--- src/design/dclh_pkg.sv ---
// Purpose: constants, types and crc step for the daisy chain link host
// Assumes: 10 MHz core clock, host drives serial clock and chip select
// Notes: check code is a 15-bit crc, seed 0x0010

package dclh_pkg;

  // ----------------------------------------
  // timing
  // ----------------------------------------
  localparam int CORE_CLK_MHZ = 10;
  localparam int SCK_HALF_NS = 400;
  localparam int SCK_HALF_CYC = (SCK_HALF_NS * CORE_CLK_MHZ + 999) / 1000;
  localparam logic [3:0] HALF_LAST = 4'(SCK_HALF_CYC - 1);
  // wake spacing must sit above the ready time and below the idle timeout
  localparam int WAKE_GAP_NS = 300000;
  localparam int WAKE_GAP_CYC = (WAKE_GAP_NS / 1000) * CORE_CLK_MHZ;
  localparam logic [11:0] WAKE_LAST = 12'(WAKE_GAP_CYC - 1);

  // ----------------------------------------
  // framing
  // ----------------------------------------
  localparam logic [14:0] CRC_SEED = 15'h0010;
  localparam logic [7:0] CMD_BYTES = 8'h04;
  localparam logic [2:0] GRP_DATA_LAST = 3'h5;
  localparam logic [2:0] GRP_PEC_HI = 3'h6;
  localparam logic [2:0] GRP_PEC_LO = 3'h7;
  localparam logic [7:0] DUMMY_BYTE = 8'hff;
  localparam logic [1:0] KIND_CMD = 2'h0;
  localparam logic [1:0] KIND_WRITE = 2'h1;
  localparam logic [1:0] KIND_READ = 2'h2;
  localparam logic [1:0] KIND_POLL = 2'h3;

  typedef enum logic [2:0] {
    ST_IDLE = 3'b000,
    ST_WAKE_LO = 3'b001,
    ST_WAKE_HI = 3'b010,
    ST_LEAD = 3'b011,
    ST_SHIFT = 3'b100,
    ST_POLL = 3'b101,
    ST_TRAIL = 3'b110,
    ST_GAP = 3'b111
  } dclh_state_e;

  typedef struct packed {
    dclh_state_e state;
    logic [1:0] kind;
    logic [10:0] cmdCode;
    logic [3:0] devCount;
    logic [7:0] total;
    logic [7:0] byteIdx;
    logic [7:0] txShift;
    logic [7:0] rxShift;
    logic [7:0] rxPec0;
    logic [7:0] rdByte;
    logic [2:0] bitCnt;
    logic [3:0] half;
    logic [11:0] gap;
    logic [3:0] wakeCnt;
    logic [4:0] pollCnt;
    logic [14:0] txCrc;
    logic [14:0] rxCrc;
    logic sck;
    logic csN;
    logic hostOut;
    logic wrReq;
    logic rdValid;
    logic grpValid;
    logic grpPecOk;
    logic busy;
    logic done;
    logic pollDone;
    logic sdoMeta;
    logic sdoSync;
  } dclh_regs_s;

  function automatic logic [14:0] crcStep(input logic [14:0] c, input logic din);
    logic fb;
    logic [14:0] n;
    fb = din ^ c[14];
    n = {c[13:0], fb};
    n[3] = fb ^ c[2];
    n[4] = fb ^ c[3];
    n[7] = fb ^ c[6];
    n[8] = fb ^ c[7];
    n[10] = fb ^ c[9];
    n[14] = fb ^ c[13];
    return n;
  endfunction

endpackage

--- src/design/dclh_host.sv ---
// Purpose: host end of a daisy chained battery monitor serial link
// Assumes: serial clock made here by a divider, mode 0, msb first
// Notes: one command per request; user paces write bytes
//
// Operation
// - wake pairs per device, spaced within window
// - whole bytes, most significant bit first
// - chip select low for whole sequence
// - 15-bit crc, fixed polynomial, printed seed
// - feedback is input xor top bit
// - check word is crc with zero appended
// - check bytes carry crc high then low
// - command, command, check, check order
// - write groups sent farthest device first
// - status valid only after N poll clocks
// - command byte 0 top five bits zero
// - missing returned pulse reads as one
`timescale 1ns/10ps

module dclh_host (
  // clock and reset
  input wire logic core_clk,
  input wire logic rst_n,
  // request
  input wire logic cmdStart,
  input wire logic wakeStart,
  input wire logic [1:0] cmdKind,
  input wire logic [10:0] cmdCode,
  input wire logic [3:0] devCount,
  input wire logic pollAbort,
  // write data
  input wire logic [7:0] wrData,
  input wire logic wrValid,
  output logic wrReq,
  // read data
  output logic [7:0] rdByte,
  output logic rdValid,
  output logic grpValid,
  output logic grpPecOk,
  // status
  output logic busy,
  output logic done,
  output logic pollDone,
  // link pins
  output logic chipSelectN,
  output logic serialClk,
  output logic hostDataOut,
  input wire logic serialDataOut
);

  dclh_pkg::dclh_regs_s r_reg;
  dclh_pkg::dclh_regs_s r_next;
  logic halfEnd;
  logic bitIn;
  logic isData;
  logic [2:0] off;
  logic [2:0] nOff;
  logic [7:0] nIdx;
  logic [7:0] nextByte;
  logic [7:0] rxFull;
  logic [14:0] txCrcUpd;
  logic [14:0] rxCrcUpd;

  // ----------------------------------------
  // next state
  // ----------------------------------------
  always_comb begin
    r_next = r_reg;
    r_next.rdValid = 1'b0;
    r_next.grpValid = 1'b0;
    r_next.done = 1'b0;
    r_next.pollDone = 1'b0;
    r_next.sdoMeta = serialDataOut;
    r_next.sdoSync = r_reg.sdoMeta;
    halfEnd = (r_reg.half == dclh_pkg::HALF_LAST);
    bitIn = r_reg.sdoSync;
    off = 3'(r_reg.byteIdx - dclh_pkg::CMD_BYTES);
    nIdx = r_reg.byteIdx + 8'h01;
    nOff = 3'(nIdx - dclh_pkg::CMD_BYTES);
    isData = (r_reg.byteIdx >= dclh_pkg::CMD_BYTES) && (off <= dclh_pkg::GRP_DATA_LAST);
    rxFull = {r_reg.rxShift[6:0], bitIn};
    txCrcUpd = r_reg.txCrc;
    if (r_reg.byteIdx < 8'h02 || (isData && r_reg.kind == dclh_pkg::KIND_WRITE)) begin
      txCrcUpd = dclh_pkg::crcStep(r_reg.txCrc, r_reg.txShift[7]);
    end
    rxCrcUpd = r_reg.rxCrc;
    if (isData && r_reg.kind == dclh_pkg::KIND_READ) begin
      rxCrcUpd = dclh_pkg::crcStep(r_reg.rxCrc, bitIn);
    end
    nextByte = dclh_pkg::DUMMY_BYTE;
    if (nIdx < dclh_pkg::CMD_BYTES) begin
      case (nIdx[1:0])
        2'h1: nextByte = r_reg.cmdCode[7:0];
        2'h2: nextByte = txCrcUpd[14:7];
        default: nextByte = {txCrcUpd[6:0], 1'b0};
      endcase
    end else if (nOff == dclh_pkg::GRP_PEC_HI && r_reg.kind == dclh_pkg::KIND_WRITE) begin
      nextByte = txCrcUpd[14:7];
    end else if (nOff == dclh_pkg::GRP_PEC_LO && r_reg.kind == dclh_pkg::KIND_WRITE) begin
      nextByte = {txCrcUpd[6:0], 1'b0};
    end
    case (r_reg.state)
      dclh_pkg::ST_IDLE: begin
        if (cmdStart) begin
          r_next.kind = cmdKind;
          r_next.cmdCode = cmdCode;
          r_next.devCount = devCount;
          r_next.total = dclh_pkg::CMD_BYTES;
          if (cmdKind == dclh_pkg::KIND_WRITE || cmdKind == dclh_pkg::KIND_READ) begin
            r_next.total = dclh_pkg::CMD_BYTES + {1'b0, devCount, 3'h0};
          end
          r_next.byteIdx = 8'h00;
          r_next.bitCnt = 3'h0;
          r_next.txShift = {5'h00, cmdCode[10:8]};
          r_next.hostOut = 1'b0;
          r_next.txCrc = dclh_pkg::CRC_SEED;
          r_next.csN = 1'b0;
          r_next.busy = 1'b1;
          r_next.half = 4'h0;
          r_next.state = dclh_pkg::ST_LEAD;
        end else if (wakeStart) begin
          r_next.kind = dclh_pkg::KIND_CMD;
          r_next.devCount = devCount;
          r_next.wakeCnt = 4'h0;
          r_next.gap = 12'h000;
          r_next.csN = 1'b0;
          r_next.busy = 1'b1;
          r_next.state = dclh_pkg::ST_WAKE_LO;
        end
      end
      dclh_pkg::ST_WAKE_LO: begin
        r_next.gap = r_reg.gap + 12'h001;
        if (r_reg.gap == dclh_pkg::WAKE_LAST) begin
          r_next.gap = 12'h000;
          r_next.csN = 1'b1;
          r_next.state = dclh_pkg::ST_WAKE_HI;
        end
      end
      dclh_pkg::ST_WAKE_HI: begin
        r_next.gap = r_reg.gap + 12'h001;
        if (r_reg.gap == dclh_pkg::WAKE_LAST) begin
          r_next.gap = 12'h000;
          r_next.wakeCnt = r_reg.wakeCnt + 4'h1;
          if (r_reg.wakeCnt + 4'h1 >= r_reg.devCount) begin
            r_next.half = 4'h0;
            r_next.state = dclh_pkg::ST_GAP;
          end else begin
            r_next.csN = 1'b0;
            r_next.state = dclh_pkg::ST_WAKE_LO;
          end
        end
      end
      dclh_pkg::ST_LEAD: begin
        r_next.half = r_reg.half + 4'h1;
        if (halfEnd) begin
          r_next.half = 4'h0;
          r_next.state = dclh_pkg::ST_SHIFT;
        end
      end
      dclh_pkg::ST_SHIFT, dclh_pkg::ST_POLL: begin
        if (r_reg.wrReq) begin
          // clock stays low while the user has no byte ready
          if (wrValid) begin
            r_next.txShift = wrData;
            r_next.hostOut = wrData[7];
            r_next.wrReq = 1'b0;
          end
        end else begin
          r_next.half = r_reg.half + 4'h1;
          if (halfEnd) begin
            r_next.half = 4'h0;
            r_next.sck = ~r_reg.sck;
            if (r_reg.sck) begin
              r_next.txShift = {r_reg.txShift[6:0], 1'b1};
              r_next.hostOut = r_reg.txShift[6];
              r_next.rxShift = rxFull;
              r_next.txCrc = txCrcUpd;
              r_next.rxCrc = rxCrcUpd;
              r_next.bitCnt = r_reg.bitCnt + 3'h1;
              if (r_reg.state == dclh_pkg::ST_POLL) begin
                r_next.hostOut = 1'b1;
                if (r_reg.pollCnt != 5'h1f) begin
                  r_next.pollCnt = r_reg.pollCnt + 5'h01;
                end
                if (pollAbort || (bitIn && (r_reg.pollCnt + 5'h01) >= {1'b0, r_reg.devCount})) begin
                  r_next.pollDone = ~pollAbort;
                  r_next.half = 4'h0;
                  r_next.state = dclh_pkg::ST_TRAIL;
                end
              end else if (r_reg.bitCnt == 3'h7) begin
                if (isData && r_reg.kind == dclh_pkg::KIND_READ) begin
                  r_next.rdByte = rxFull;
                  r_next.rdValid = 1'b1;
                end
                if (r_reg.byteIdx >= dclh_pkg::CMD_BYTES && off == dclh_pkg::GRP_PEC_HI) begin
                  r_next.rxPec0 = rxFull;
                end
                if (r_reg.byteIdx >= dclh_pkg::CMD_BYTES && off == dclh_pkg::GRP_PEC_LO
                    && r_reg.kind == dclh_pkg::KIND_READ) begin
                  r_next.grpValid = 1'b1;
                  r_next.grpPecOk = ({r_reg.rxPec0, rxFull} == {r_reg.rxCrc, 1'b0});
                end
                r_next.byteIdx = nIdx;
                if (nIdx == r_reg.total) begin
                  r_next.half = 4'h0;
                  r_next.pollCnt = 5'h00;
                  r_next.hostOut = 1'b1;
                  r_next.state = (r_reg.kind == dclh_pkg::KIND_POLL) ? dclh_pkg::ST_POLL : dclh_pkg::ST_TRAIL;
                end else begin
                  r_next.txShift = nextByte;
                  r_next.hostOut = nextByte[7];
                  if (nIdx >= dclh_pkg::CMD_BYTES && nOff == 3'h0) begin
                    r_next.txCrc = dclh_pkg::CRC_SEED;
                    r_next.rxCrc = dclh_pkg::CRC_SEED;
                  end
                  if (nIdx >= dclh_pkg::CMD_BYTES && nOff <= dclh_pkg::GRP_DATA_LAST
                      && r_reg.kind == dclh_pkg::KIND_WRITE) begin
                    r_next.wrReq = 1'b1;
                  end
                end
              end
            end
          end
        end
      end
      dclh_pkg::ST_TRAIL: begin
        r_next.half = r_reg.half + 4'h1;
        if (halfEnd) begin
          r_next.half = 4'h0;
          r_next.csN = 1'b1;
          r_next.state = dclh_pkg::ST_GAP;
        end
      end
      dclh_pkg::ST_GAP: begin
        r_next.half = r_reg.half + 4'h1;
        if (halfEnd) begin
          r_next.busy = 1'b0;
          r_next.done = 1'b1;
          r_next.state = dclh_pkg::ST_IDLE;
        end
      end
      default: r_next.state = dclh_pkg::ST_IDLE;
    endcase
  end

  // ----------------------------------------
  // registers
  // ----------------------------------------
  always_ff @(posedge core_clk or negedge rst_n) begin
    if (!rst_n) begin
      r_reg <= '0;
      r_reg.csN <= 1'b1;
      r_reg.sdoMeta <= 1'b1;
      r_reg.sdoSync <= 1'b1;
    end else begin
      r_reg <= r_next;
    end
  end

  assign wrReq = r_reg.wrReq;
  assign rdByte = r_reg.rdByte;
  assign rdValid = r_reg.rdValid;
  assign grpValid = r_reg.grpValid;
  assign grpPecOk = r_reg.grpPecOk;
  assign busy = r_reg.busy;
  assign done = r_reg.done;
  assign pollDone = r_reg.pollDone;
  assign chipSelectN = r_reg.csN;
  assign serialClk = r_reg.sck;
  assign hostDataOut = r_reg.hostOut;

  // ----------------------------------------
  // checks
  // ----------------------------------------
  function automatic logic [14:0] cmdPec(input logic [10:0] cc);
    logic [14:0] c;
    logic [15:0] w;
    c = dclh_pkg::CRC_SEED;
    w = {5'h00, cc};
    for (int i = 15; i >= 0; i--) begin
      c = dclh_pkg::crcStep(c, w[i]);
    end
    return c;
  endfunction

  // reference check word, so properties can slice it
  logic [14:0] cmdPecRef;
  assign cmdPecRef = cmdPec(r_reg.cmdCode);
endmodule

--- config.mk ---
export PLATFORM = sky130hd
export DESIGN_NAME = dclh_host
export DESIGN_NICKNAME = d
export VERILOG_FILES = /design/src/design/dclh_pkg.sv /design/src/design/dclh_host.sv
export SDC_FILE = /design/constraint.sdc
export NUM_CORES = 1
export LEC_CHECK = 0
export ABC_CLOCK_PERIOD_IN_PS = 8600
export BUFFER_PORTS_ARGS = -buffer_cell sky130_fd_sc_hd__buf_2
export CAP_MARGIN = 15
export CORE_ASPECT_RATIO = 1.1
export CORE_MARGIN = 4
export CORE_UTILIZATION = 50
export CTS_CLUSTER_SIZE = 14
export DETAILED_ROUTE_END_ITERATION = 8
export PLACE_DENSITY = 0.72
export SYNTH_ARGS = -nofsm -noshare
export SYNTH_HDL_FRONTEND = slang
export SYNTH_SLANG_ARGS = --single-unit
--- constraint.sdc ---
create_clock -name core_clk -period 8.6 [get_ports core_clk]
set_input_delay 0.86 -clock core_clk [delete_from_list [all_inputs] [get_ports core_clk]]
set_output_delay 0.86 -clock core_clk [all_outputs]
set_load 0.02 [all_outputs]
==> results of run 1 <==
==> area by class of cell <==
cell class              count  area [um2]
flip-flops and latches    131        3282
clock buffers              22       474.2
inverters                  17       63.81
well taps                 192       240.2
clock inverters            10       177.7
fillers                  1238        6096
multi-input cells         583        3777
repair buffers             53       277.8
==> synth_stat cells, types with 3 or more instances <==
| cell | instances | area share |
|---|---|---|
| a22oi_1 | 6 | 0.0061 |
| and3_1 | 15 | 0.013 |
| mux2i_1 | 9 | 0.012 |
| nor4_1 | 4 | 0.0034 |
| nor2_1 | 40 | 0.020 |
| dfrtp_1 | 128 | 0.44 |
| o21ai_0 | 50 | 0.034 |
| inv_1 | 17 | 0.0087 |
| buf_2 | 8 | 0.0055 |
| a21oi_1 | 21 | 0.014 |
| o22ai_1 | 4 | 0.0034 |
| clkbuf_1 | 27 | 0.014 |
| nand2_1 | 133 | 0.068 |
| xor2_1 | 26 | 0.031 |
| o32ai_1 | 3 | 0.0036 |
| o2111ai_1 | 3 | 0.0036 |
| o211ai_1 | 5 | 0.0051 |
| a21boi_0 | 3 | 0.0031 |
| o31ai_1 | 8 | 0.0082 |
| nand3_1 | 32 | 0.022 |
| nor2b_1 | 9 | 0.0077 |
| nand2b_1 | 14 | 0.012 |
| and2_1 | 9 | 0.0077 |
| o21a_1 | 4 | 0.0041 |
| dfstp_2 | 3 | 0.011 |
| o41ai_1 | 4 | 0.0048 |
| xnor2_1 | 27 | 0.032 |
| nand4_1 | 8 | 0.0068 |
| nor3_1 | 16 | 0.011 |
| a31oi_1 | 3 | 0.0026 |
| buf_4 | 8 | 0.0082 |
| a311oi_1 | 3 | 0.0036 |
| mux2_2 | 17 | 0.026 |
| ha_1 | 22 | 0.037 |
| a22o_1 | 34 | 0.041 |
| o2bb2ai_1 | 3 | 0.0036 |
| or3_1 | 3 | 0.0026 |
==> layer usage <==
metal  routed length (um)  part of all wire
met5                    0                 0
met4                  352             0.020
met3                  878             0.050
met2                 8605              0.49
met1                 7757              0.44
==> cell families (layout without fill, tap and decap cells) <==
kind of cell	Yosys count	in the layout	share of synthesized area
mux	26	26	0.03834
compound gates	178	178	0.1697
simple gates	302	302	0.2012
buf+inv	63	102	0.03868
xor+xnor	54	54	0.06628
fa+ha+maj	23	23	0.03885
flops	131	131	0.4469
==> worst max-delay path by stage <==
| stage | startpoint | to | slack [ps] |
|---|---|---|---|
| after floorplan | r_reg[103]$_DFFE_PN0P_ | r_reg[22]$_DFFE_PN0P_ | 5770 |
| after global placement | r_reg[103]$_DFFE_PN0P_ | r_reg[30]$_DFFE_PN0P_ | 5530 |
| after detailed placement | r_reg[103]$_DFFE_PN0P_ | r_reg[30]$_DFFE_PN0P_ | 5410 |
| after CTS | r_reg[103]$_DFFE_PN0P_ | r_reg[34]$_DFFE_PN0P_ | 5400 |
| after global routing | r_reg[137]$_DFFE_PN0P_ | r_reg[31]$_DFFE_PN0P_ | 5070 |
| final | r_reg[102]$_DFFE_PN0P_ | r_reg[30]$_DFFE_PN0P_ | 5380 |
==> where the power goes <==
group          total (mW)  switching [mW]  internal (mW)
Combinational       0.503           0.311          0.192
Sequential          0.804           0.101          0.702
Clock               0.807           0.272          0.535
Total                2.11           0.684           1.43
==> per-stage QoR <==
step / instance area (um2) / hold slack, ps / setup slack, ps
after floorplan: 7343 / 345.2 / 5766
after global placement: 7641 / 348.0 / 5526
after detailed placement: 7641 / 347.3 / 5413
after CTS: 8293 / 355.2 / 5397
after global routing: 8293 / 355.7 / 5066
final: 8293 / 346.3 / 5380
==> results by group, run 1 <==
Status
  • Status: finished clean

Worst hold path
  • Worst Hold End: bitIn$_DFF_PN1_
  • Hold Crit Start: r_next[0]$_DFF_PN1_
  • Worst hold path depth: 0
  • HP Class: register to register

Drt
  • Final WL: 17590 um
  • Routed wire per std cell: 17.45 um
  • Vias post-DR: 6004
  • Antenna-violating nets left: 0
  • Vias per std cell: 5.956
  • DR iter-0 viols: 440
  • # DRC: 0
  • DR pass1 iterations: 5

Setup path
  • Crit-path max cell delay: 550 ps
  • Setup crit start kind: register
  • Cell mode on critical path: ha_1
  • Cells along the critical path: ha_1, ha_1, xor2_1, and4b_1, o2111a_1, nor4b_4, a21oi_1, a22o_1
  • Standard cell with the maximum stage delay on the critical path: nor4b_4
  • Worst EP required: 8910 ps
  • Critical path depth in cells: 8
  • RR Endpoint: r_reg[30]$_DFFE_PN0P_
  • Top delay family on crit path: compound AO/OA/AOI/OAI gates
  • Worst setup EP type: register
  • Kind of critical path: register to register
  • Worst EP arrival: 3530 ps
  • Origin of the critical flop-to-flop path: r_reg[102]$_DFFE_PN0P_
  • Worst r2r path cells: 8
  • R2R Setup Slk: 5380 ps
  • Worst-path maximum fanout: 11
  • Crit path buf inv count: 0

Timing
  • Min cycle time layout: 3220 ps
  • Setup TNS after final layout: 0 ps
  • Final-report hold violation count: 0
  • Clock skew: 7.265 ps
  • RSZ-0062 raised after global routing: no
  • Slew headroom: 0.2944
  • Fin. max-slew vios: 0
  • Final worst-path cycle share: 0.3744
  • Final Setup Violations: 0
  • Fmax: 310.6 MHz
  • Worst Max-Slew Pin Slew: 1050 ps

Yosys
  • Syn Area/Cell: 9.451 um2
  • Async set or reset register ratio after synthesis: 1.000
  • Sequential fraction of the synthesis area: 0.4469
  • Cells after Synth: 777
  • Yosys cell types: 76
  • EDFF count, synth: 0
  • Synthesized area: 0.007343 mm2
  • Synth warnings: 0
  • Prevailing post-synth register cell: dfrtp_1
  • Yosys reg bits: 131
  • Mapped Nets: 831

Final layout
  • Non-filler instance count after layout: 1008
  • Diodes inserted: 0
  • Most common cell after layout, fill and taps aside: nand2_1
  • Final Util: 0.5763
  • Max reg flops: 111
  • Nets: 857
  • Area grow syn2layout: 12.93%
  • Layout cells sized above 1: 0.1434
  • Most frequent cells in the layout: nand2_1 (133), dfrtp_1 (128), o21ai_0 (50)

Die
  • Die Wd: 123.6 um
  • Row Count: 46
  • Io pins: 50
  • Die footprint: 0.01669 mm2
  • Core ar.: 0.01439 mm2
  • Initial Utilization: 0.5103
  • Die height: 135.1 um

Clocking
  • CTS tree: built
  • Clk slew on worst S/H paths: 60 ps
  • Clock Path Buffers: 2
  • Root cell of the clock tree: clkbuf_16
  • Hold_buf cts: 0
  • Setup Fix Bufs, Post-CTS: 0
  • Post-cts sizing count: 0
  • Clock sinks: 131
  • CTS Buf Count: 17
  • H-tree levels: 4
  • Worst-Skew Late Latency: 430 ps

GRT
  • Total Routing Usage GR: 0.2209
  • Vias in the first global route: 5856
  • First-pass GRT wire length: 29170 um
  • Initial antenna violation count: 0
  • Total gr overflow: 0
  • Most Crowded Layer GR: met2
  • Largest net degree at the start of global routing: 74
  • Met3 Use GR: 0.04692
  • Met2 Use GR: 0.3578
  • GR met1 Demand/Resource: 0.2931

Placed design
  • Dpl cells: 976
  • Placer Congestion: 0.8809
  • IO Port Bufs: 49
  • Post-DP HPWL: 12310 um

Power and ir drop
  • Max VDD drop: 0.1824 mV
  • Total Power: 2.113 mW
  • Pleak: 3.926 nW
  • Pwr dens: 254.9 mW/mm2

Run
  • Max cap viols: 0
Note: power is estimated with default switching activity, not from simulation.
==> run 2: changes to the inputs <==
- ABC_AREA: not set -> 1
- ABC_CLOCK_PERIOD_IN_PS: 8600 -> 2600
- PLACE_DENSITY: 0.72 -> 0.74
- clock period: 8.6 -> 2.6 ns (I/O delays scaled with it)
==> run 2 against run 1 <==
Cell area is 3.6% higher; flip-flop and latch count did not move; global-route usage up 0.25 points; maximum frequency up 35%; synthesized cell count increased by 23%; critical path type unchanged; largest power group is now registers; highest routed layer unchanged.
==> results by group, run 2 <==
Timing
  • Min cycle time layout: 2394 ps
  • RSZ-0062 raised after global routing: no
  • Final worst-path cycle share: 0.9206
  • Setup TNS after final layout: 0 ps
  • Worst Max-Slew Pin Slew: 853.9 ps
  • Fmax: 417.8 MHz
  • Fin. max-slew vios: 0
  • Slew headroom: 0.4267
  • Clock skew: 12.12 ps
  • Final-report hold violation count: 0
  • Final Setup Violations: 0

Die
  • Core ar.: 0.01456 mm2
  • Io pins: 50
  • Die height: 136.4 um
  • Row Count: 46
  • Initial Utilization: 0.5143
  • Die footprint: 0.01700 mm2
  • Die Wd: 124.7 um

Setup path
  • Setup crit start kind: register
  • R2R Setup Slk: 210 ps
  • Worst EP required: 2910 ps
  • CP startpoint: r_reg[102]$_DFFE_PN0P_
  • Worst r2r path cells: 15
  • Worst EP arrival: 2710 ps
  • Worst setup EP type: register
  • Worst-path maximum fanout: 15
  • Kind of critical path: register to register
  • Worst setup path endpoint: r_reg[16]$_DFFE_PN0P_
  • Origin of the critical flop-to-flop path: r_reg[102]$_DFFE_PN0P_
  • RR Endpoint: r_reg[16]$_DFFE_PN0P_

Yosys
  • Sequential fraction of the synthesis area: 0.4382
  • Largest area contributor in the netlist: dfrtp_1
  • Synth warnings: 0
  • EDFF count, synth: 0
  • Synth cell count leaders: nand2_1 (232), dfrtp_1 (128), inv_1 (123)
  • Yosys cell types: 50
  • Yosys reg bits: 131
  • Mapped Nets: 1013
  • Synth top area cells: dfrtp_1 (43%), nand2_1 (12%), inv_1 (6.2%), o21ai_0 (4.8%), ha_1 (3.7%)
  • Async set or reset register ratio after synthesis: 1.000
  • Cells after Synth: 959
  • Synthesized area: 0.007490 mm2
  • Synth top area share: 0.4277
  • Count leader, synth: nand2_1
  • Syn Area/Cell: 7.810 um2
  • Prevailing post-synth register cell: dfrtp_1

Clocking
  • Clock sinks: 131
  • Root cell of the clock tree: clkbuf_16
  • H-tree levels: 4
  • CTS Buf Count: 17
  • Worst-Skew Late Latency: 430 ps
  • Clk slew on worst S/H paths: 60 ps
  • Clock Path Buffers: 2
  • CTS tree: built

Final layout
  • Max reg flops: 111
  • Layout cells sized above 1: 0.1404
  • Most frequent cells in the layout: nand2_1 (232), dfrtp_1 (128), inv_1 (122)
  • Most common cell after layout, fill and taps aside: nand2_1
  • Number of fill cells: 1280
  • Nets: 1074
  • Area taken by multi-input logic gates: 0.003551 mm2
  • Diodes inserted: 0
  • Non-filler instance count after layout: 1225
  • Design Area, Final: 0.008593 mm2
  • Area grow syn2layout: 14.73%
  • Storage cell area: 0.003282 mm2

GRT
  • Largest net degree at the start of global routing: 51
  • Total gr overflow: 0
  • First-pass GRT wire length: 30640 um
  • Vias in the first global route: 6304
  • Initial antenna violation count: 0
  • Total Routing Usage GR: 0.2234

Drt
  • DR pass1 iterations: 7
  • Vias post-DR: 6448
  • Final WL: 18020 um
  • Routed wire per std cell: 14.71 um
  • Antenna-violating nets left: 0
  • # DRC: 0
  • Vias per std cell: 5.264
  • DR iter-0 viols: 540

Power and ir drop
  • Pwr dens: 784.3 mW/mm2
  • Pleak: 4.208 nW
  • Total Power: 6.740 mW
  • Max VDD drop: 0.5029 mV

Placed design
  • IO Port Bufs: 49
  • Post-DP HPWL: 13130 um
  • Dpl cells: 1188
  • Placer Congestion: 0.9294
  • Cell Area, Placed: 0.007961 mm2

Status
  • Status: finished clean

Worst hold path
  • HP Class: input pin to register

Run
  • Max cap viols: 0
[run 2: worst max-delay path, stage by stage, from the launching register on]
cell and delay [ps]:
dfrtp_1 380, ha_1 230, ha_1 370, inv_2 110, nand2_1 50, a21oi_1 110
nand2_1 60, nor2_1 80, nand3_1 90, nor2_2 160, nor2_4 80, nand2_8 130
nor2_8 70, inv_4 100, nand2_2 100, o22a_1 170
[run 2: worst min-delay path by stage]
stage,from,endpoint,cells past startpoint
2_1_floorplan,rst_n,busy$_DFFE_PN0P_,0
3_3_place_gp,rst_n,r_reg[106]$_DFFE_PN0P_,1
3_5_place_dp,rst_n,r_reg[106]$_DFFE_PN0P_,1
4_1_cts,cmdCode[5],r_reg[127]$_DFFE_PN0P_,3
5_1_grt,cmdCode[4],r_reg[126]$_DFFE_PN0P_,3
6_report,cmdCode[5],r_reg[127]$_DFFE_PN0P_,3
[run 2: area by class of cell]
type                    instances  area share
clock inverters                15     0.01718
flip-flops and latches        131      0.3819
well taps                     192     0.02796
repair buffers                 74     0.05315
clock buffers                  17     0.04950
inverters                     130     0.05708
multi-input cells             666      0.4132
[run 2: where the power goes]
part           total [mW]  internal (mW)  leakage, nW  switching [mW]
Combinational        1.90          0.641         2.17            1.26
Sequential           2.52           2.31         1.76           0.210
Clock                2.32           1.34        0.273           0.979
[run 2: logic make-up (layout without fill, tap and decap cells)]
| group | count (synthesis) | after routing | synth area share |
|---|---|---|---|
| AND/OR/NAND/NOR | 409 | 409 | 0.2381 |
| AO/OA/AOI/OAI | 204 | 204 | 0.1599 |
| buffers and inverters | 162 | 236 | 0.09021 |
| flip-flops | 131 | 131 | 0.4382 |
| XOR/XNOR | 29 | 29 | 0.03391 |
| adder cells (fa/ha/maj) | 22 | 22 | 0.03675 |
| multiplexers | 2 | 2 | 0.003007 |
[run 2: layer usage]
layer  part of all wire  GRT usage
met1               0.46     0.2950
met2               0.47     0.3678
met3              0.048    0.04676
met4              0.019    0.07795
met5                  0          0
[run 2: metrics by stage]
step                setup slack [ps]  hold slack (ps)    util
floorplan                      303.1           -35.59       -
global placement               151.8            238.4  0.5467
detailed placement             117.3            247.8  0.5467
CTS                            113.5            27.97  0.5875
global route                   36.49            51.54  0.5901
finish                         206.3            44.13  0.5901
[run 2: repair_timing]
item | in CTS | in global routing
hold endpoints to repair | 48 | 0
resized for setup | 0 | 4
hold buffers | 2 | 0
endpoints found under the setup margin | 0 | 14
buffers inserted | 0 | 3
